File: src/hw/ebcs_consts.svh
// constants for the external bus cycle sequencer
`ifndef EBCS_CONSTS_SVH
`define EBCS_CONSTS_SVH
`define EBCS_ADDR_CTRL 32'h0000_0000
`define EBCS_ADDR_REQ 32'h0000_0004
`define EBCS_ADDR_WDATA 32'h0000_0008
`define EBCS_ADDR_STATUS 32'h0000_000C
`define EBCS_ADDR_RDATA 32'h0000_0010
`define EBCS_ADDR_WIN0 32'h0000_0020
`define EBCS_ADDR_WIN_LAST 32'h0000_002C
`define EBCS_ADDR_TIM0 32'h0000_0030
`define EBCS_ADDR_TIM_LAST 32'h0000_003C
`define EBCS_RESP_OKAY 2'h0
`define EBCS_RESP_SLVERR 2'h2
`define EBCS_NWIN 4
`define EBCS_TIM_RESET 32'h0000_0000
`define EBCS_WIN_RESET 32'h0000_0000
`define EBCS_CTRL_RESET 32'h0000_0000
// timing word fields
`define EBCS_F_AB 0
`define EBCS_F_ABX 1
`define EBCS_F_C 3
`define EBCS_F_D 5
`define EBCS_F_E 6
`define EBCS_F_F 11
`define EBCS_F_RDYEN 13
`define EBCS_F_RDYPOL 14
`define EBCS_F_RDYASYNC 15
`define EBCS_F_MUX 16
// ctrl fields
`define EBCS_C_HALF 0
`define EBCS_C_REFEN 1
// request fields
`define EBCS_R_WRITE 24
`endif

File: src/hw/ebcs_pkg.sv
// types for the external bus cycle sequencer
package ebcs_pkg;
    typedef enum logic [2:0] {
        EBCS_IDLE,
        EBCS_AB,
        EBCS_C,
        EBCS_D,
        EBCS_E,
        EBCS_RDY,
        EBCS_F
    } ebcs_phase_t;
endpackage

File: src/hw/ebcs_top.sv
// external bus cycle sequencer with axi4-lite registers
// Operation
// - five phases in fixed order per cycle
// - phase lengths come from window timing config
// - ready input may stretch access phase
// - address setup 1-2, plus 0-3 on window change
// - command 0-3, wdata 0-1, access 1-32, hold 0-3; sequencer gives command 1-4, wdata 1-2, hold 1-4
// - shared or separate address/data bus modes
// - read data captured at strobe-release edge
// - phases counted in cpu clock periods
// - inactive ready inserts waitstate, active ends cycle
// - ready polarity and sync/async selectable
//
// Local design decisions: the AXI4-Lite slave port and the placing of the registers.
`timescale 1ns/100ps
`include "ebcs_consts.svh"
module ebcs_top
    import ebcs_pkg::*;
(
    input wire logic clk_in,
    input wire logic rst_in,
    input wire logic [31:0] s_axi_awaddr_in,
    input wire logic s_axi_awvalid_in,
    output logic s_axi_awready_out,
    input wire logic [31:0] s_axi_wdata_in,
    input wire logic [3:0] s_axi_wstrb_in,
    input wire logic s_axi_wvalid_in,
    output logic s_axi_wready_out,
    output logic [1:0] s_axi_bresp_out,
    output logic s_axi_bvalid_out,
    input wire logic s_axi_bready_in,
    input wire logic [31:0] s_axi_araddr_in,
    input wire logic s_axi_arvalid_in,
    output logic s_axi_arready_out,
    output logic [31:0] s_axi_rdata_out,
    output logic [1:0] s_axi_rresp_out,
    output logic s_axi_rvalid_out,
    input wire logic s_axi_rready_in,
    output logic [23:0] bus_addr_out,
    output logic [3:0] chip_select_n_out,
    output logic read_strobe_n_out,
    output logic write_strobe_n_out,
    output logic addr_latch_enable_out,
    output logic upper_byte_enable_n_out,
    output logic [15:0] bus_data_out,
    output logic bus_data_oe_out,
    input wire logic [15:0] bus_data_in,
    input wire logic ready_in,
    output logic bus_reference_clock_out
);
    logic [31:0] ctrl;
    logic [31:0] req;
    logic [31:0] wdata;
    logic [31:0] win_base [`EBCS_NWIN];
    logic [31:0] window_timing_config [`EBCS_NWIN];
    logic go;
    logic aw_held, w_held;
    logic [31:0] aw_addr;
    logic [31:0] w_word;
    ebcs_phase_t phase;
    logic [5:0] cnt;
    logic tick;
    logic half_div;
    logic [1:0] cur_win;
    logic [1:0] last_win;
    logic last_valid;
    logic [31:0] tim;
    logic [1:0] next_win;
    logic rdy_s1, rdy_s2, rdy_s3;
    logic rdy_seen;
    logic busy;
    logic buf_in_valid, buf_in_ready, buf_out_valid, buf_out_ready;
    logic [15:0] buf_in_data, buf_out_data;
    logic [31:0] rd_word;

    // cpu clock period tick: every clock or every other clock
    always_ff @(posedge clk_in or posedge rst_in) begin
        if (rst_in) half_div <= 1'b0;
        else half_div <= ~half_div;
    end
    assign tick = ctrl[`EBCS_C_HALF] ? half_div : 1'b1;

    always_ff @(posedge clk_in or posedge rst_in) begin
        if (rst_in) bus_reference_clock_out <= 1'b0;
        else bus_reference_clock_out <= ctrl[`EBCS_C_REFEN] && (ctrl[`EBCS_C_HALF] ? half_div : ~bus_reference_clock_out);
    end

    // window decode: highest-numbered window whose base is at or below the request address wins
    always_comb begin
        next_win = 2'h0;
        for (int i = 0; i < `EBCS_NWIN; i++) begin
            if (req[23:0] >= win_base[i][23:0]) next_win = 2'(i);
        end
    end
    assign tim = window_timing_config[cur_win];

    // ready: two flops always, third stage in async mode, then polarity
    always_ff @(posedge clk_in or posedge rst_in) begin
        if (rst_in) begin
            rdy_s1 <= 1'b0;
            rdy_s2 <= 1'b0;
            rdy_s3 <= 1'b0;
        end else begin
            rdy_s1 <= ready_in;
            rdy_s2 <= rdy_s1;
            rdy_s3 <= rdy_s2;
        end
    end
    assign rdy_seen = (tim[`EBCS_F_RDYASYNC] ? rdy_s3 : rdy_s2) ^ ~tim[`EBCS_F_RDYPOL];

    // phase sequencer
    always_ff @(posedge clk_in or posedge rst_in) begin
        if (rst_in) begin
            phase <= EBCS_IDLE;
            cnt <= 6'h00;
            cur_win <= 2'h0;
            last_win <= 2'h0;
            last_valid <= 1'b0;
        end else if (phase == EBCS_IDLE) begin
            if (go) begin
                cur_win <= next_win;
                phase <= EBCS_AB;
                cnt <= 6'h00;
            end
        end else if (tick) begin
            cnt <= cnt + 6'h01;
            unique case (phase)
                EBCS_AB: begin
                    if (cnt >= {5'h00, tim[`EBCS_F_AB]}
                        + ((last_valid && last_win != cur_win)
                           ? {4'h0, tim[`EBCS_F_ABX+1:`EBCS_F_ABX]} : 6'h00)) begin
                        phase <= EBCS_C;
                        cnt <= 6'h00;
                    end
                end
                EBCS_C: if (cnt >= {4'h0, tim[`EBCS_F_C+1:`EBCS_F_C]}) begin
                    phase <= EBCS_D;
                    cnt <= 6'h00;
                end
                EBCS_D: if (cnt >= {5'h00, tim[`EBCS_F_D]}) begin
                    phase <= EBCS_E;
                    cnt <= 6'h00;
                end
                // a read leaves access only with buffer room for its word
                EBCS_E: if (cnt >= {1'b0, tim[`EBCS_F_E+4:`EBCS_F_E]}
                            && (req[`EBCS_R_WRITE] || buf_in_ready)) begin
                    phase <= tim[`EBCS_F_RDYEN] ? EBCS_RDY : EBCS_F;
                    cnt <= 6'h00;
                end
                EBCS_RDY: if (rdy_seen && (req[`EBCS_R_WRITE] || buf_in_ready)) begin
                    phase <= EBCS_F;
                    cnt <= 6'h00;
                end
                EBCS_F: if (cnt >= {4'h0, tim[`EBCS_F_F+1:`EBCS_F_F]}) begin
                    phase <= EBCS_IDLE;
                    last_win <= cur_win;
                    last_valid <= 1'b1;
                end
                default: phase <= EBCS_IDLE;
            endcase
        end
    end
    assign busy = (phase != EBCS_IDLE);

    // bus pins
    logic in_cmd;
    logic is_wr;
    logic shared_addr_data_mode;
    assign in_cmd = (phase == EBCS_E) || (phase == EBCS_RDY);
    assign is_wr = req[`EBCS_R_WRITE];
    assign shared_addr_data_mode = tim[`EBCS_F_MUX];
    always_ff @(posedge clk_in or posedge rst_in) begin
        if (rst_in) begin
            bus_addr_out <= 24'h00_0000;
            chip_select_n_out <= 4'hF;
            read_strobe_n_out <= 1'b1;
            write_strobe_n_out <= 1'b1;
            addr_latch_enable_out <= 1'b0;
            upper_byte_enable_n_out <= 1'b1;
            bus_data_out <= 16'h0000;
            bus_data_oe_out <= 1'b0;
        end else begin
            bus_addr_out <= busy ? req[23:0] : bus_addr_out;
            chip_select_n_out <= busy ? ~(4'h1 << cur_win) : 4'hF;
            read_strobe_n_out <= ~(in_cmd && !is_wr);
            write_strobe_n_out <= ~(in_cmd && is_wr);
            addr_latch_enable_out <= (phase == EBCS_AB) && shared_addr_data_mode;
            upper_byte_enable_n_out <= ~busy;
            // shared lines carry address in setup, float in turnaround
            bus_data_out <= (shared_addr_data_mode && phase == EBCS_AB) ? req[15:0] : wdata[15:0];
            bus_data_oe_out <= (shared_addr_data_mode && phase == EBCS_AB) ||
                               (is_wr && (phase == EBCS_D || in_cmd || phase == EBCS_F)
                                && !(shared_addr_data_mode && phase == EBCS_D));
        end
    end

    // capture read data on the edge that ends the strobe
    // strobe low now and released at this edge
    assign buf_in_valid = !read_strobe_n_out && !in_cmd;
    assign buf_in_data = bus_data_in;
    assign buf_out_ready = s_axi_arvalid_in && s_axi_arready_out
                           && s_axi_araddr_in == `EBCS_ADDR_RDATA;

    ebcs_buf u_buf (
        .clk_in(clk_in),
        .rst_in(rst_in),
        .in_data_in(buf_in_data),
        .in_valid_in(buf_in_valid),
        .in_ready_out(buf_in_ready),
        .out_data_out(buf_out_data),
        .out_valid_out(buf_out_valid),
        .out_ready_in(buf_out_ready)
    );

    // axi4-lite write side
    always_ff @(posedge clk_in or posedge rst_in) begin
        if (rst_in) begin
            aw_held <= 1'b0;
            w_held <= 1'b0;
            aw_addr <= 32'h0000_0000;
            w_word <= 32'h0000_0000;
            s_axi_bvalid_out <= 1'b0;
            s_axi_bresp_out <= `EBCS_RESP_OKAY;
        end else begin
            if (s_axi_awvalid_in && s_axi_awready_out) begin
                aw_held <= 1'b1;
                aw_addr <= s_axi_awaddr_in;
            end
            if (s_axi_wvalid_in && s_axi_wready_out) begin
                w_held <= 1'b1;
                w_word <= s_axi_wdata_in;
            end
            if (aw_held && w_held && !s_axi_bvalid_out) begin
                aw_held <= 1'b0;
                w_held <= 1'b0;
                s_axi_bvalid_out <= 1'b1;
                s_axi_bresp_out <= ((aw_addr <= `EBCS_ADDR_WDATA) ||
                    (aw_addr >= `EBCS_ADDR_WIN0 && aw_addr <= `EBCS_ADDR_TIM_LAST))
                    ? `EBCS_RESP_OKAY : `EBCS_RESP_SLVERR;
            end else if (s_axi_bvalid_out && s_axi_bready_in) begin
                s_axi_bvalid_out <= 1'b0;
            end
        end
    end
    assign s_axi_awready_out = !aw_held && !s_axi_bvalid_out;
    assign s_axi_wready_out = !w_held && !s_axi_bvalid_out;

    logic do_wr;
    assign do_wr = aw_held && w_held && !s_axi_bvalid_out;
    // registers; a request write while busy is dropped
    always_ff @(posedge clk_in or posedge rst_in) begin
        if (rst_in) begin
            ctrl <= `EBCS_CTRL_RESET;
            req <= 32'h0000_0000;
            wdata <= 32'h0000_0000;
            go <= 1'b0;
            for (int i = 0; i < `EBCS_NWIN; i++) begin
                win_base[i] <= `EBCS_WIN_RESET;
                window_timing_config[i] <= `EBCS_TIM_RESET;
            end
        end else begin
            if (phase == EBCS_IDLE && go) go <= 1'b0;
            if (do_wr) begin
                if (aw_addr == `EBCS_ADDR_CTRL) ctrl <= w_word;
                if (aw_addr == `EBCS_ADDR_WDATA) wdata <= w_word;
                if (aw_addr == `EBCS_ADDR_REQ && !busy && !go) begin
                    req <= w_word;
                    go <= 1'b1;
                end
                for (int i = 0; i < `EBCS_NWIN; i++) begin
                    if (aw_addr == `EBCS_ADDR_WIN0 + 32'(4 * i)) win_base[i] <= w_word;
                    if (aw_addr == `EBCS_ADDR_TIM0 + 32'(4 * i)) window_timing_config[i] <= w_word;
                end
            end
        end
    end

    // axi4-lite read side
    always_comb begin
        rd_word = 32'h0000_0000;
        if (s_axi_araddr_in == `EBCS_ADDR_CTRL) rd_word = ctrl;
        if (s_axi_araddr_in == `EBCS_ADDR_REQ) rd_word = req;
        if (s_axi_araddr_in == `EBCS_ADDR_WDATA) rd_word = wdata;
        if (s_axi_araddr_in == `EBCS_ADDR_STATUS)
            rd_word = {25'h000_0000, phase, buf_out_valid, go, busy || go};
        if (s_axi_araddr_in == `EBCS_ADDR_RDATA) rd_word = {15'h0000, buf_out_valid, buf_out_data};
        for (int i = 0; i < `EBCS_NWIN; i++) begin
            if (s_axi_araddr_in == `EBCS_ADDR_WIN0 + 32'(4 * i)) rd_word = win_base[i];
            if (s_axi_araddr_in == `EBCS_ADDR_TIM0 + 32'(4 * i)) rd_word = window_timing_config[i];
        end
    end
    assign s_axi_arready_out = !s_axi_rvalid_out;
    always_ff @(posedge clk_in or posedge rst_in) begin
        if (rst_in) begin
            s_axi_rvalid_out <= 1'b0;
            s_axi_rdata_out <= 32'h0000_0000;
            s_axi_rresp_out <= `EBCS_RESP_OKAY;
        end else if (s_axi_arvalid_in && s_axi_arready_out) begin
            s_axi_rvalid_out <= 1'b1;
            s_axi_rdata_out <= rd_word;
            s_axi_rresp_out <= ((s_axi_araddr_in <= `EBCS_ADDR_RDATA) ||
                (s_axi_araddr_in >= `EBCS_ADDR_WIN0 && s_axi_araddr_in <= `EBCS_ADDR_TIM_LAST))
                ? `EBCS_RESP_OKAY : `EBCS_RESP_SLVERR;
        end else if (s_axi_rvalid_out && s_axi_rready_in) begin
            s_axi_rvalid_out <= 1'b0;
        end
    end
endmodule

File: src/hw/ebcs_buf.sv
// two-entry valid/ready buffer for read data
`timescale 1ns/100ps
module ebcs_buf
    import ebcs_pkg::*;
(
    input wire logic clk_in,
    input wire logic rst_in,
    input wire logic [15:0] in_data_in,
    input wire logic in_valid_in,
    output logic in_ready_out,
    output logic [15:0] out_data_out,
    output logic out_valid_out,
    input wire logic out_ready_in
);
    logic [15:0] mem [2];
    logic wptr;
    logic rptr;
    logic [1:0] count;
    logic push;
    logic pop;

    assign in_ready_out = (count != 2'h2);
    assign out_valid_out = (count != 2'h0);
    assign out_data_out = mem[rptr];
    assign push = in_valid_in && in_ready_out;
    assign pop = out_valid_out && out_ready_in;

    always_ff @(posedge clk_in or posedge rst_in) begin
        if (rst_in) begin
            mem[0] <= 16'h0000;
            mem[1] <= 16'h0000;
        end else if (push) begin
            mem[wptr] <= in_data_in;
        end
    end

    always_ff @(posedge clk_in or posedge rst_in) begin
        if (rst_in) begin
            wptr <= 1'b0;
            rptr <= 1'b0;
            count <= 2'h0;
        end else begin
            if (push) wptr <= ~wptr;
            if (pop) rptr <= ~rptr;
            count <= count + {1'b0, push} - {1'b0, pop};
        end
    end
endmodule

File: config.mk
export PLATFORM = sky130hd
export DESIGN_NAME = ebcs_top
export DESIGN_NICKNAME = d
export VERILOG_FILES = /design/src/hw/ebcs_pkg.sv /design/src/hw/ebcs_top.sv /design/src/hw/ebcs_buf.sv
export VERILOG_INCLUDE_DIRS = /design/src /design/src/hw
export SDC_FILE = /design/constraint.sdc
export NUM_CORES = 1
export LEC_CHECK = 0
export ABC_AREA = 1
export BUFFER_PORTS_ARGS = -buffer_cell sky130_fd_sc_hd__clkbuf_2
export CAP_MARGIN = 10
export CORE_MARGIN = 2
export CORE_UTILIZATION = 60
export DETAILED_ROUTE_END_ITERATION = 8
export GPL_TIMING_DRIVEN = 0
export PLACE_DENSITY = 0.86
export SLEW_MARGIN = 20
export SYNTH_ARGS = -nofsm -noshare
export SYNTH_HDL_FRONTEND = slang
export SYNTH_HIERARCHICAL = 1
export SYNTH_SLANG_ARGS = --single-unit
File: constraint.sdc
create_clock -name clk_in -period 23.6 [get_ports clk_in]
set_clock_uncertainty 0.15 [all_clocks]
set_input_delay 3.54 -clock clk_in [delete_from_list [all_inputs] [get_ports clk_in]]
set_output_delay 3.54 -clock clk_in [all_outputs]
set_load 0.03 [all_outputs]
==> impl_metrics.env <==
export IMPL_ys_ff_latch=559
export IMPL_cts_tree="built"
export IMPL_cts_root_buffer_cell="clkbuf_16"
export IMPL_die_w_um=216.1
export IMPL_worst_r2r_cell_count=19
export IMPL_start_util_pct=60.93
export IMPL_synth_edf_count=0
export IMPL_drive_above_1_share_pct=14.54
export IMPL_crit_path_cell_trace="clkbuf_2, nor2_1, nand2_1, nor2_2, nand2_4, inv_2, buf_6, nand4_1, or3_1, nor2_1, o21ai_0, nand3_1, nand2_1, ha_1, inv_1, nand2_1, nand2_1, inv_1, nand2_1, nand2_1"
export IMPL_numClockSinks=559
export IMPL_syn_area_um2=27000
export IMPL_firstDrtPassIters=8
export IMPL_reg2reg_from="cur_win[0]"
export IMPL_die_y_um=216.1
export IMPL_pre_cts_slack_ns=17.31
export IMPL_fill_cells=3503
export IMPL_nNetsFinal=3702
export IMPL_slew_violations=0
export IMPL_fmax_ghz=0.1756
export IMPL_grt_overflow_total=0
export IMPL_seq_area_frac_synth_pct=51.84
export IMPL_yosysWarnings=6
export IMPL_avgSynthCellArea_um2=8.399
export IMPL_grt_pass1_wl_um=135900
export IMPL_cts_max_level=2
export IMPL_vias_per_cell=6.033
export IMPL_area_growth_pct=14.10
export IMPL_num_rows=77
export IMPL_grt_total_usage_pct=37.85
export IMPL_tightest_slew_ns=1.232
export IMPL_critical_path_class="input port to register"
export IMPL_async_flop_share_pct=100.0
export IMPL_reg2reg_slack_ns=19.63
export IMPL_finalCriticalPeriod_ns=5.695
export IMPL_vias=24881
export IMPL_cts_hold_buf=0
export IMPL_gp_congestion=1.016
export IMPL_grt_max_degree=101
export IMPL_min_to="rdy_s2"
export IMPL_power_density_nw_per_um2=77.21
export IMPL_required_ns=23.97
export IMPL_hold_viol_final=0
export IMPL_netlist_instances=3215
export IMPL_cts_inserted_buffers=56
export IMPL_timing_rr_end="phase[2]"
export IMPL_leakage_nw=14.79
export IMPL_drtAntennaViolNets=0
export IMPL_setup_viol=0
export IMPL_critical_path_startpoint_type="input port"
export IMPL_rsz0062_at_grt="no"
export IMPL_whs_path_depth=0
export IMPL_endpoint_kind="register"
export IMPL_hpwl_um=62420
export IMPL_maxCapViolations=0
export IMPL_setup_ws_ns=17.91
export IMPL_drtIter0Drc=3189
export IMPL_clk_latency_ns=0.63
export IMPL_io_buffers=208
export IMPL_wl_per_cell_um=21.31
export IMPL_whs_ns=0.2037
export IMPL_grt_pass1_vias=24139
export IMPL_finalWirelength_um=87870
export IMPL_critPathMaxStageDelay_ns=0.36
export IMPL_slew_headroom_pct=17.88
export IMPL_final_util_pct=69.52
export IMPL_ir_drop_mv=0.09055
export IMPL_fp_coreArea_um2=44320
export IMPL_path_common_cell="nand2_1"
export IMPL_power_mw=2.379
export IMPL_min_path_type="register to register"
export IMPL_io_pin_count=215
export IMPL_cpMaxStageDelayCell="or3_1"
export IMPL_status="completed"
export IMPL_clk_pin_slew_ns=0.06
export IMPL_arrival_ns=6.07
export IMPL_cts_resized_gates=0
export IMPL_period_share_pct=24.13
export IMPL_cts_buffer_depth=3
export IMPL_crit_fanout=10
export IMPL_ys_flop_type="dfrtp_1"
export IMPL_antenna_found_initial=1
export IMPL_hold_path_startpoint="rdy_s1"
export IMPL_dieArea_um2=46720
export IMPL_yosysUniqueCellTypes=58
export IMPL_post_route_drc_count=0
export IMPL_post_cts_buffers=0
==> logic make-up (layout without fill, tap and decap cells) <==
family,count (synthesis),in the layout,share of synthesized area [%]
buffers and inverters,431,744,6.719
adders and majority gates,90,90,4.170
DFF,559,559,51.84
xor gates and xnor gates,8,8,0.2595
AOI/OAI and AO/OA,541,541,10.98
muxes,29,29,1.209
and+or+nand+nor,1556,1556,24.81
other,1,5,0.01389
==> Yosys cell counts, types with 3 or more instances <==
cell type  count  area [um2]
a21oi_1       80       400.4
a221oi_1       9       78.83
a22o_1         8       70.07
a22oi_1       11       82.58
buf_2         54       270.3
buf_4          5       37.54
buf_6         10       112.6
clkbuf_1     117       439.2
dfrtp_1      552       13810
dfstp_2        7       183.9
ha_1          90        1126
inv_1        231       867.1
inv_2         11       41.29
mux2_2        29       326.6
nand2_1      987        3705
nand2_2       31       193.9
nand3_1      102       510.5
nand3_2        8       80.08
nand4_1      127       794.5
nor2_1       239       897.1
nor2_2         9       56.30
nor3_1        24       120.1
nor4_1         5       31.28
nor4_2         3       37.54
nor4_4         5       106.4
o21a_1         4       30.03
o21ai_0      317        1587
o21ai_1       66       330.3
o21ai_2       22       192.7
o221ai_1       5       43.79
o31ai_1        3       22.52
xor2_1         6       52.55
==> cells in the final DEF (no fill, tap or decap), types with 7 or more instances in the layout <==
cell	netlist	final
a21oi_1	80	80
a221oi_1	9	9
a22o_1	8	8
a22oi_1	11	11
buf_2	54	54
buf_6	10	10
clkbuf_1	117	128
clkbuf_16	0	57
clkbuf_2	0	208
clkbuf_8	0	21
dfrtp_1	552	552
dfstp_2	7	7
ha_1	90	90
inv_1	231	229
inv_2	11	12
mux2_2	29	29
nand2_1	987	987
nand2_2	31	31
nand3_1	102	102
nand3_2	8	8
nand4_1	127	127
nor2_1	239	239
nor2_2	9	9
nor3_1	24	24
o21ai_0	317	317
o21ai_1	66	66
o21ai_2	22	22
==> worst max path at each step <==
stage | start | to | slack [ns] | cells past startpoint
after floorplan | rst_in | addr_latch_enable_out | 5.31 | 1
after global placement | rst_in | s_axi_rdata_out[23] | -0.01 | 2
after detailed placement | s_axi_araddr_in[23] | u_buf/count[1] | 17.31 | 20
after CTS | s_axi_araddr_in[23] | u_buf/count[1] | 17.96 | 20
after global routing | s_axi_araddr_in[25] | u_buf/count[1] | 17.63 | 20
final | s_axi_araddr_in[23] | u_buf/count[1] | 17.91 | 20
==> routing by layer <==
metal	global-route usage (%)	share of wire, %	up-vias
li1	-	-	11057
met1	50.05	38	11890
met2	56.59	44	1587
met3	8.674	11	347
met4	24.22	6.8	0
met5	0	0	-
==> stage by stage <==
step	TNS, ns	std cells	area, um2
3_5_place_dp	0	4022	28960
3_3_place_gp	-0.4676	4016	28790
4_1_cts	0	4121	30800
6_report	0	4124	30810
5_1_grt	0	4122	30800
2_1_floorplan	0	3216	27010
==> worst max-delay path: cells and delay by family <==
family	cells	cell delay, ns
AND/OR/NAND/NOR	13	1.55
buffers and inverters	5	0.63
AO/OA/AOI/OAI	1	0.16
adder cells (fa/ha/maj)	1	0.19
==> registers in the layout, indices dropped and copies added, names as in the netlist, 6 cells and up <==
register	flops
bus_data_out	16
req	32
u_buf/mem	32
aw_addr	32
ctrl	32
bus_addr_out	24
w_word	32
cnt	6
wdata	32
s_axi_rdata_out	32
window_timing_config	128
win_base	128
==> report_power, final <==
group / internal, mW / switching [mW] / total [mW]
combinational: 0.101 / 0.310 / 0.411
sequential: 1.02 / 0.0380 / 1.06
clock: 0.517 / 0.388 / 0.905
==> cell type report <==
cell class	instances	area, um2	area share (%)
clock buffers	89	1757	5.702
plain buffers	188	899.6	2.920
inverters	243	922.1	2.993
repair buffers	214	1206	3.915
multi-input cells	2226	11190	36.33
flip-flops and latches	559	14000	45.43
diodes	3	7.507	0.02437
well taps	592	740.7	2.404
clock inverters	10	85.08	0.2762
(Power assumes the default switching activity.)
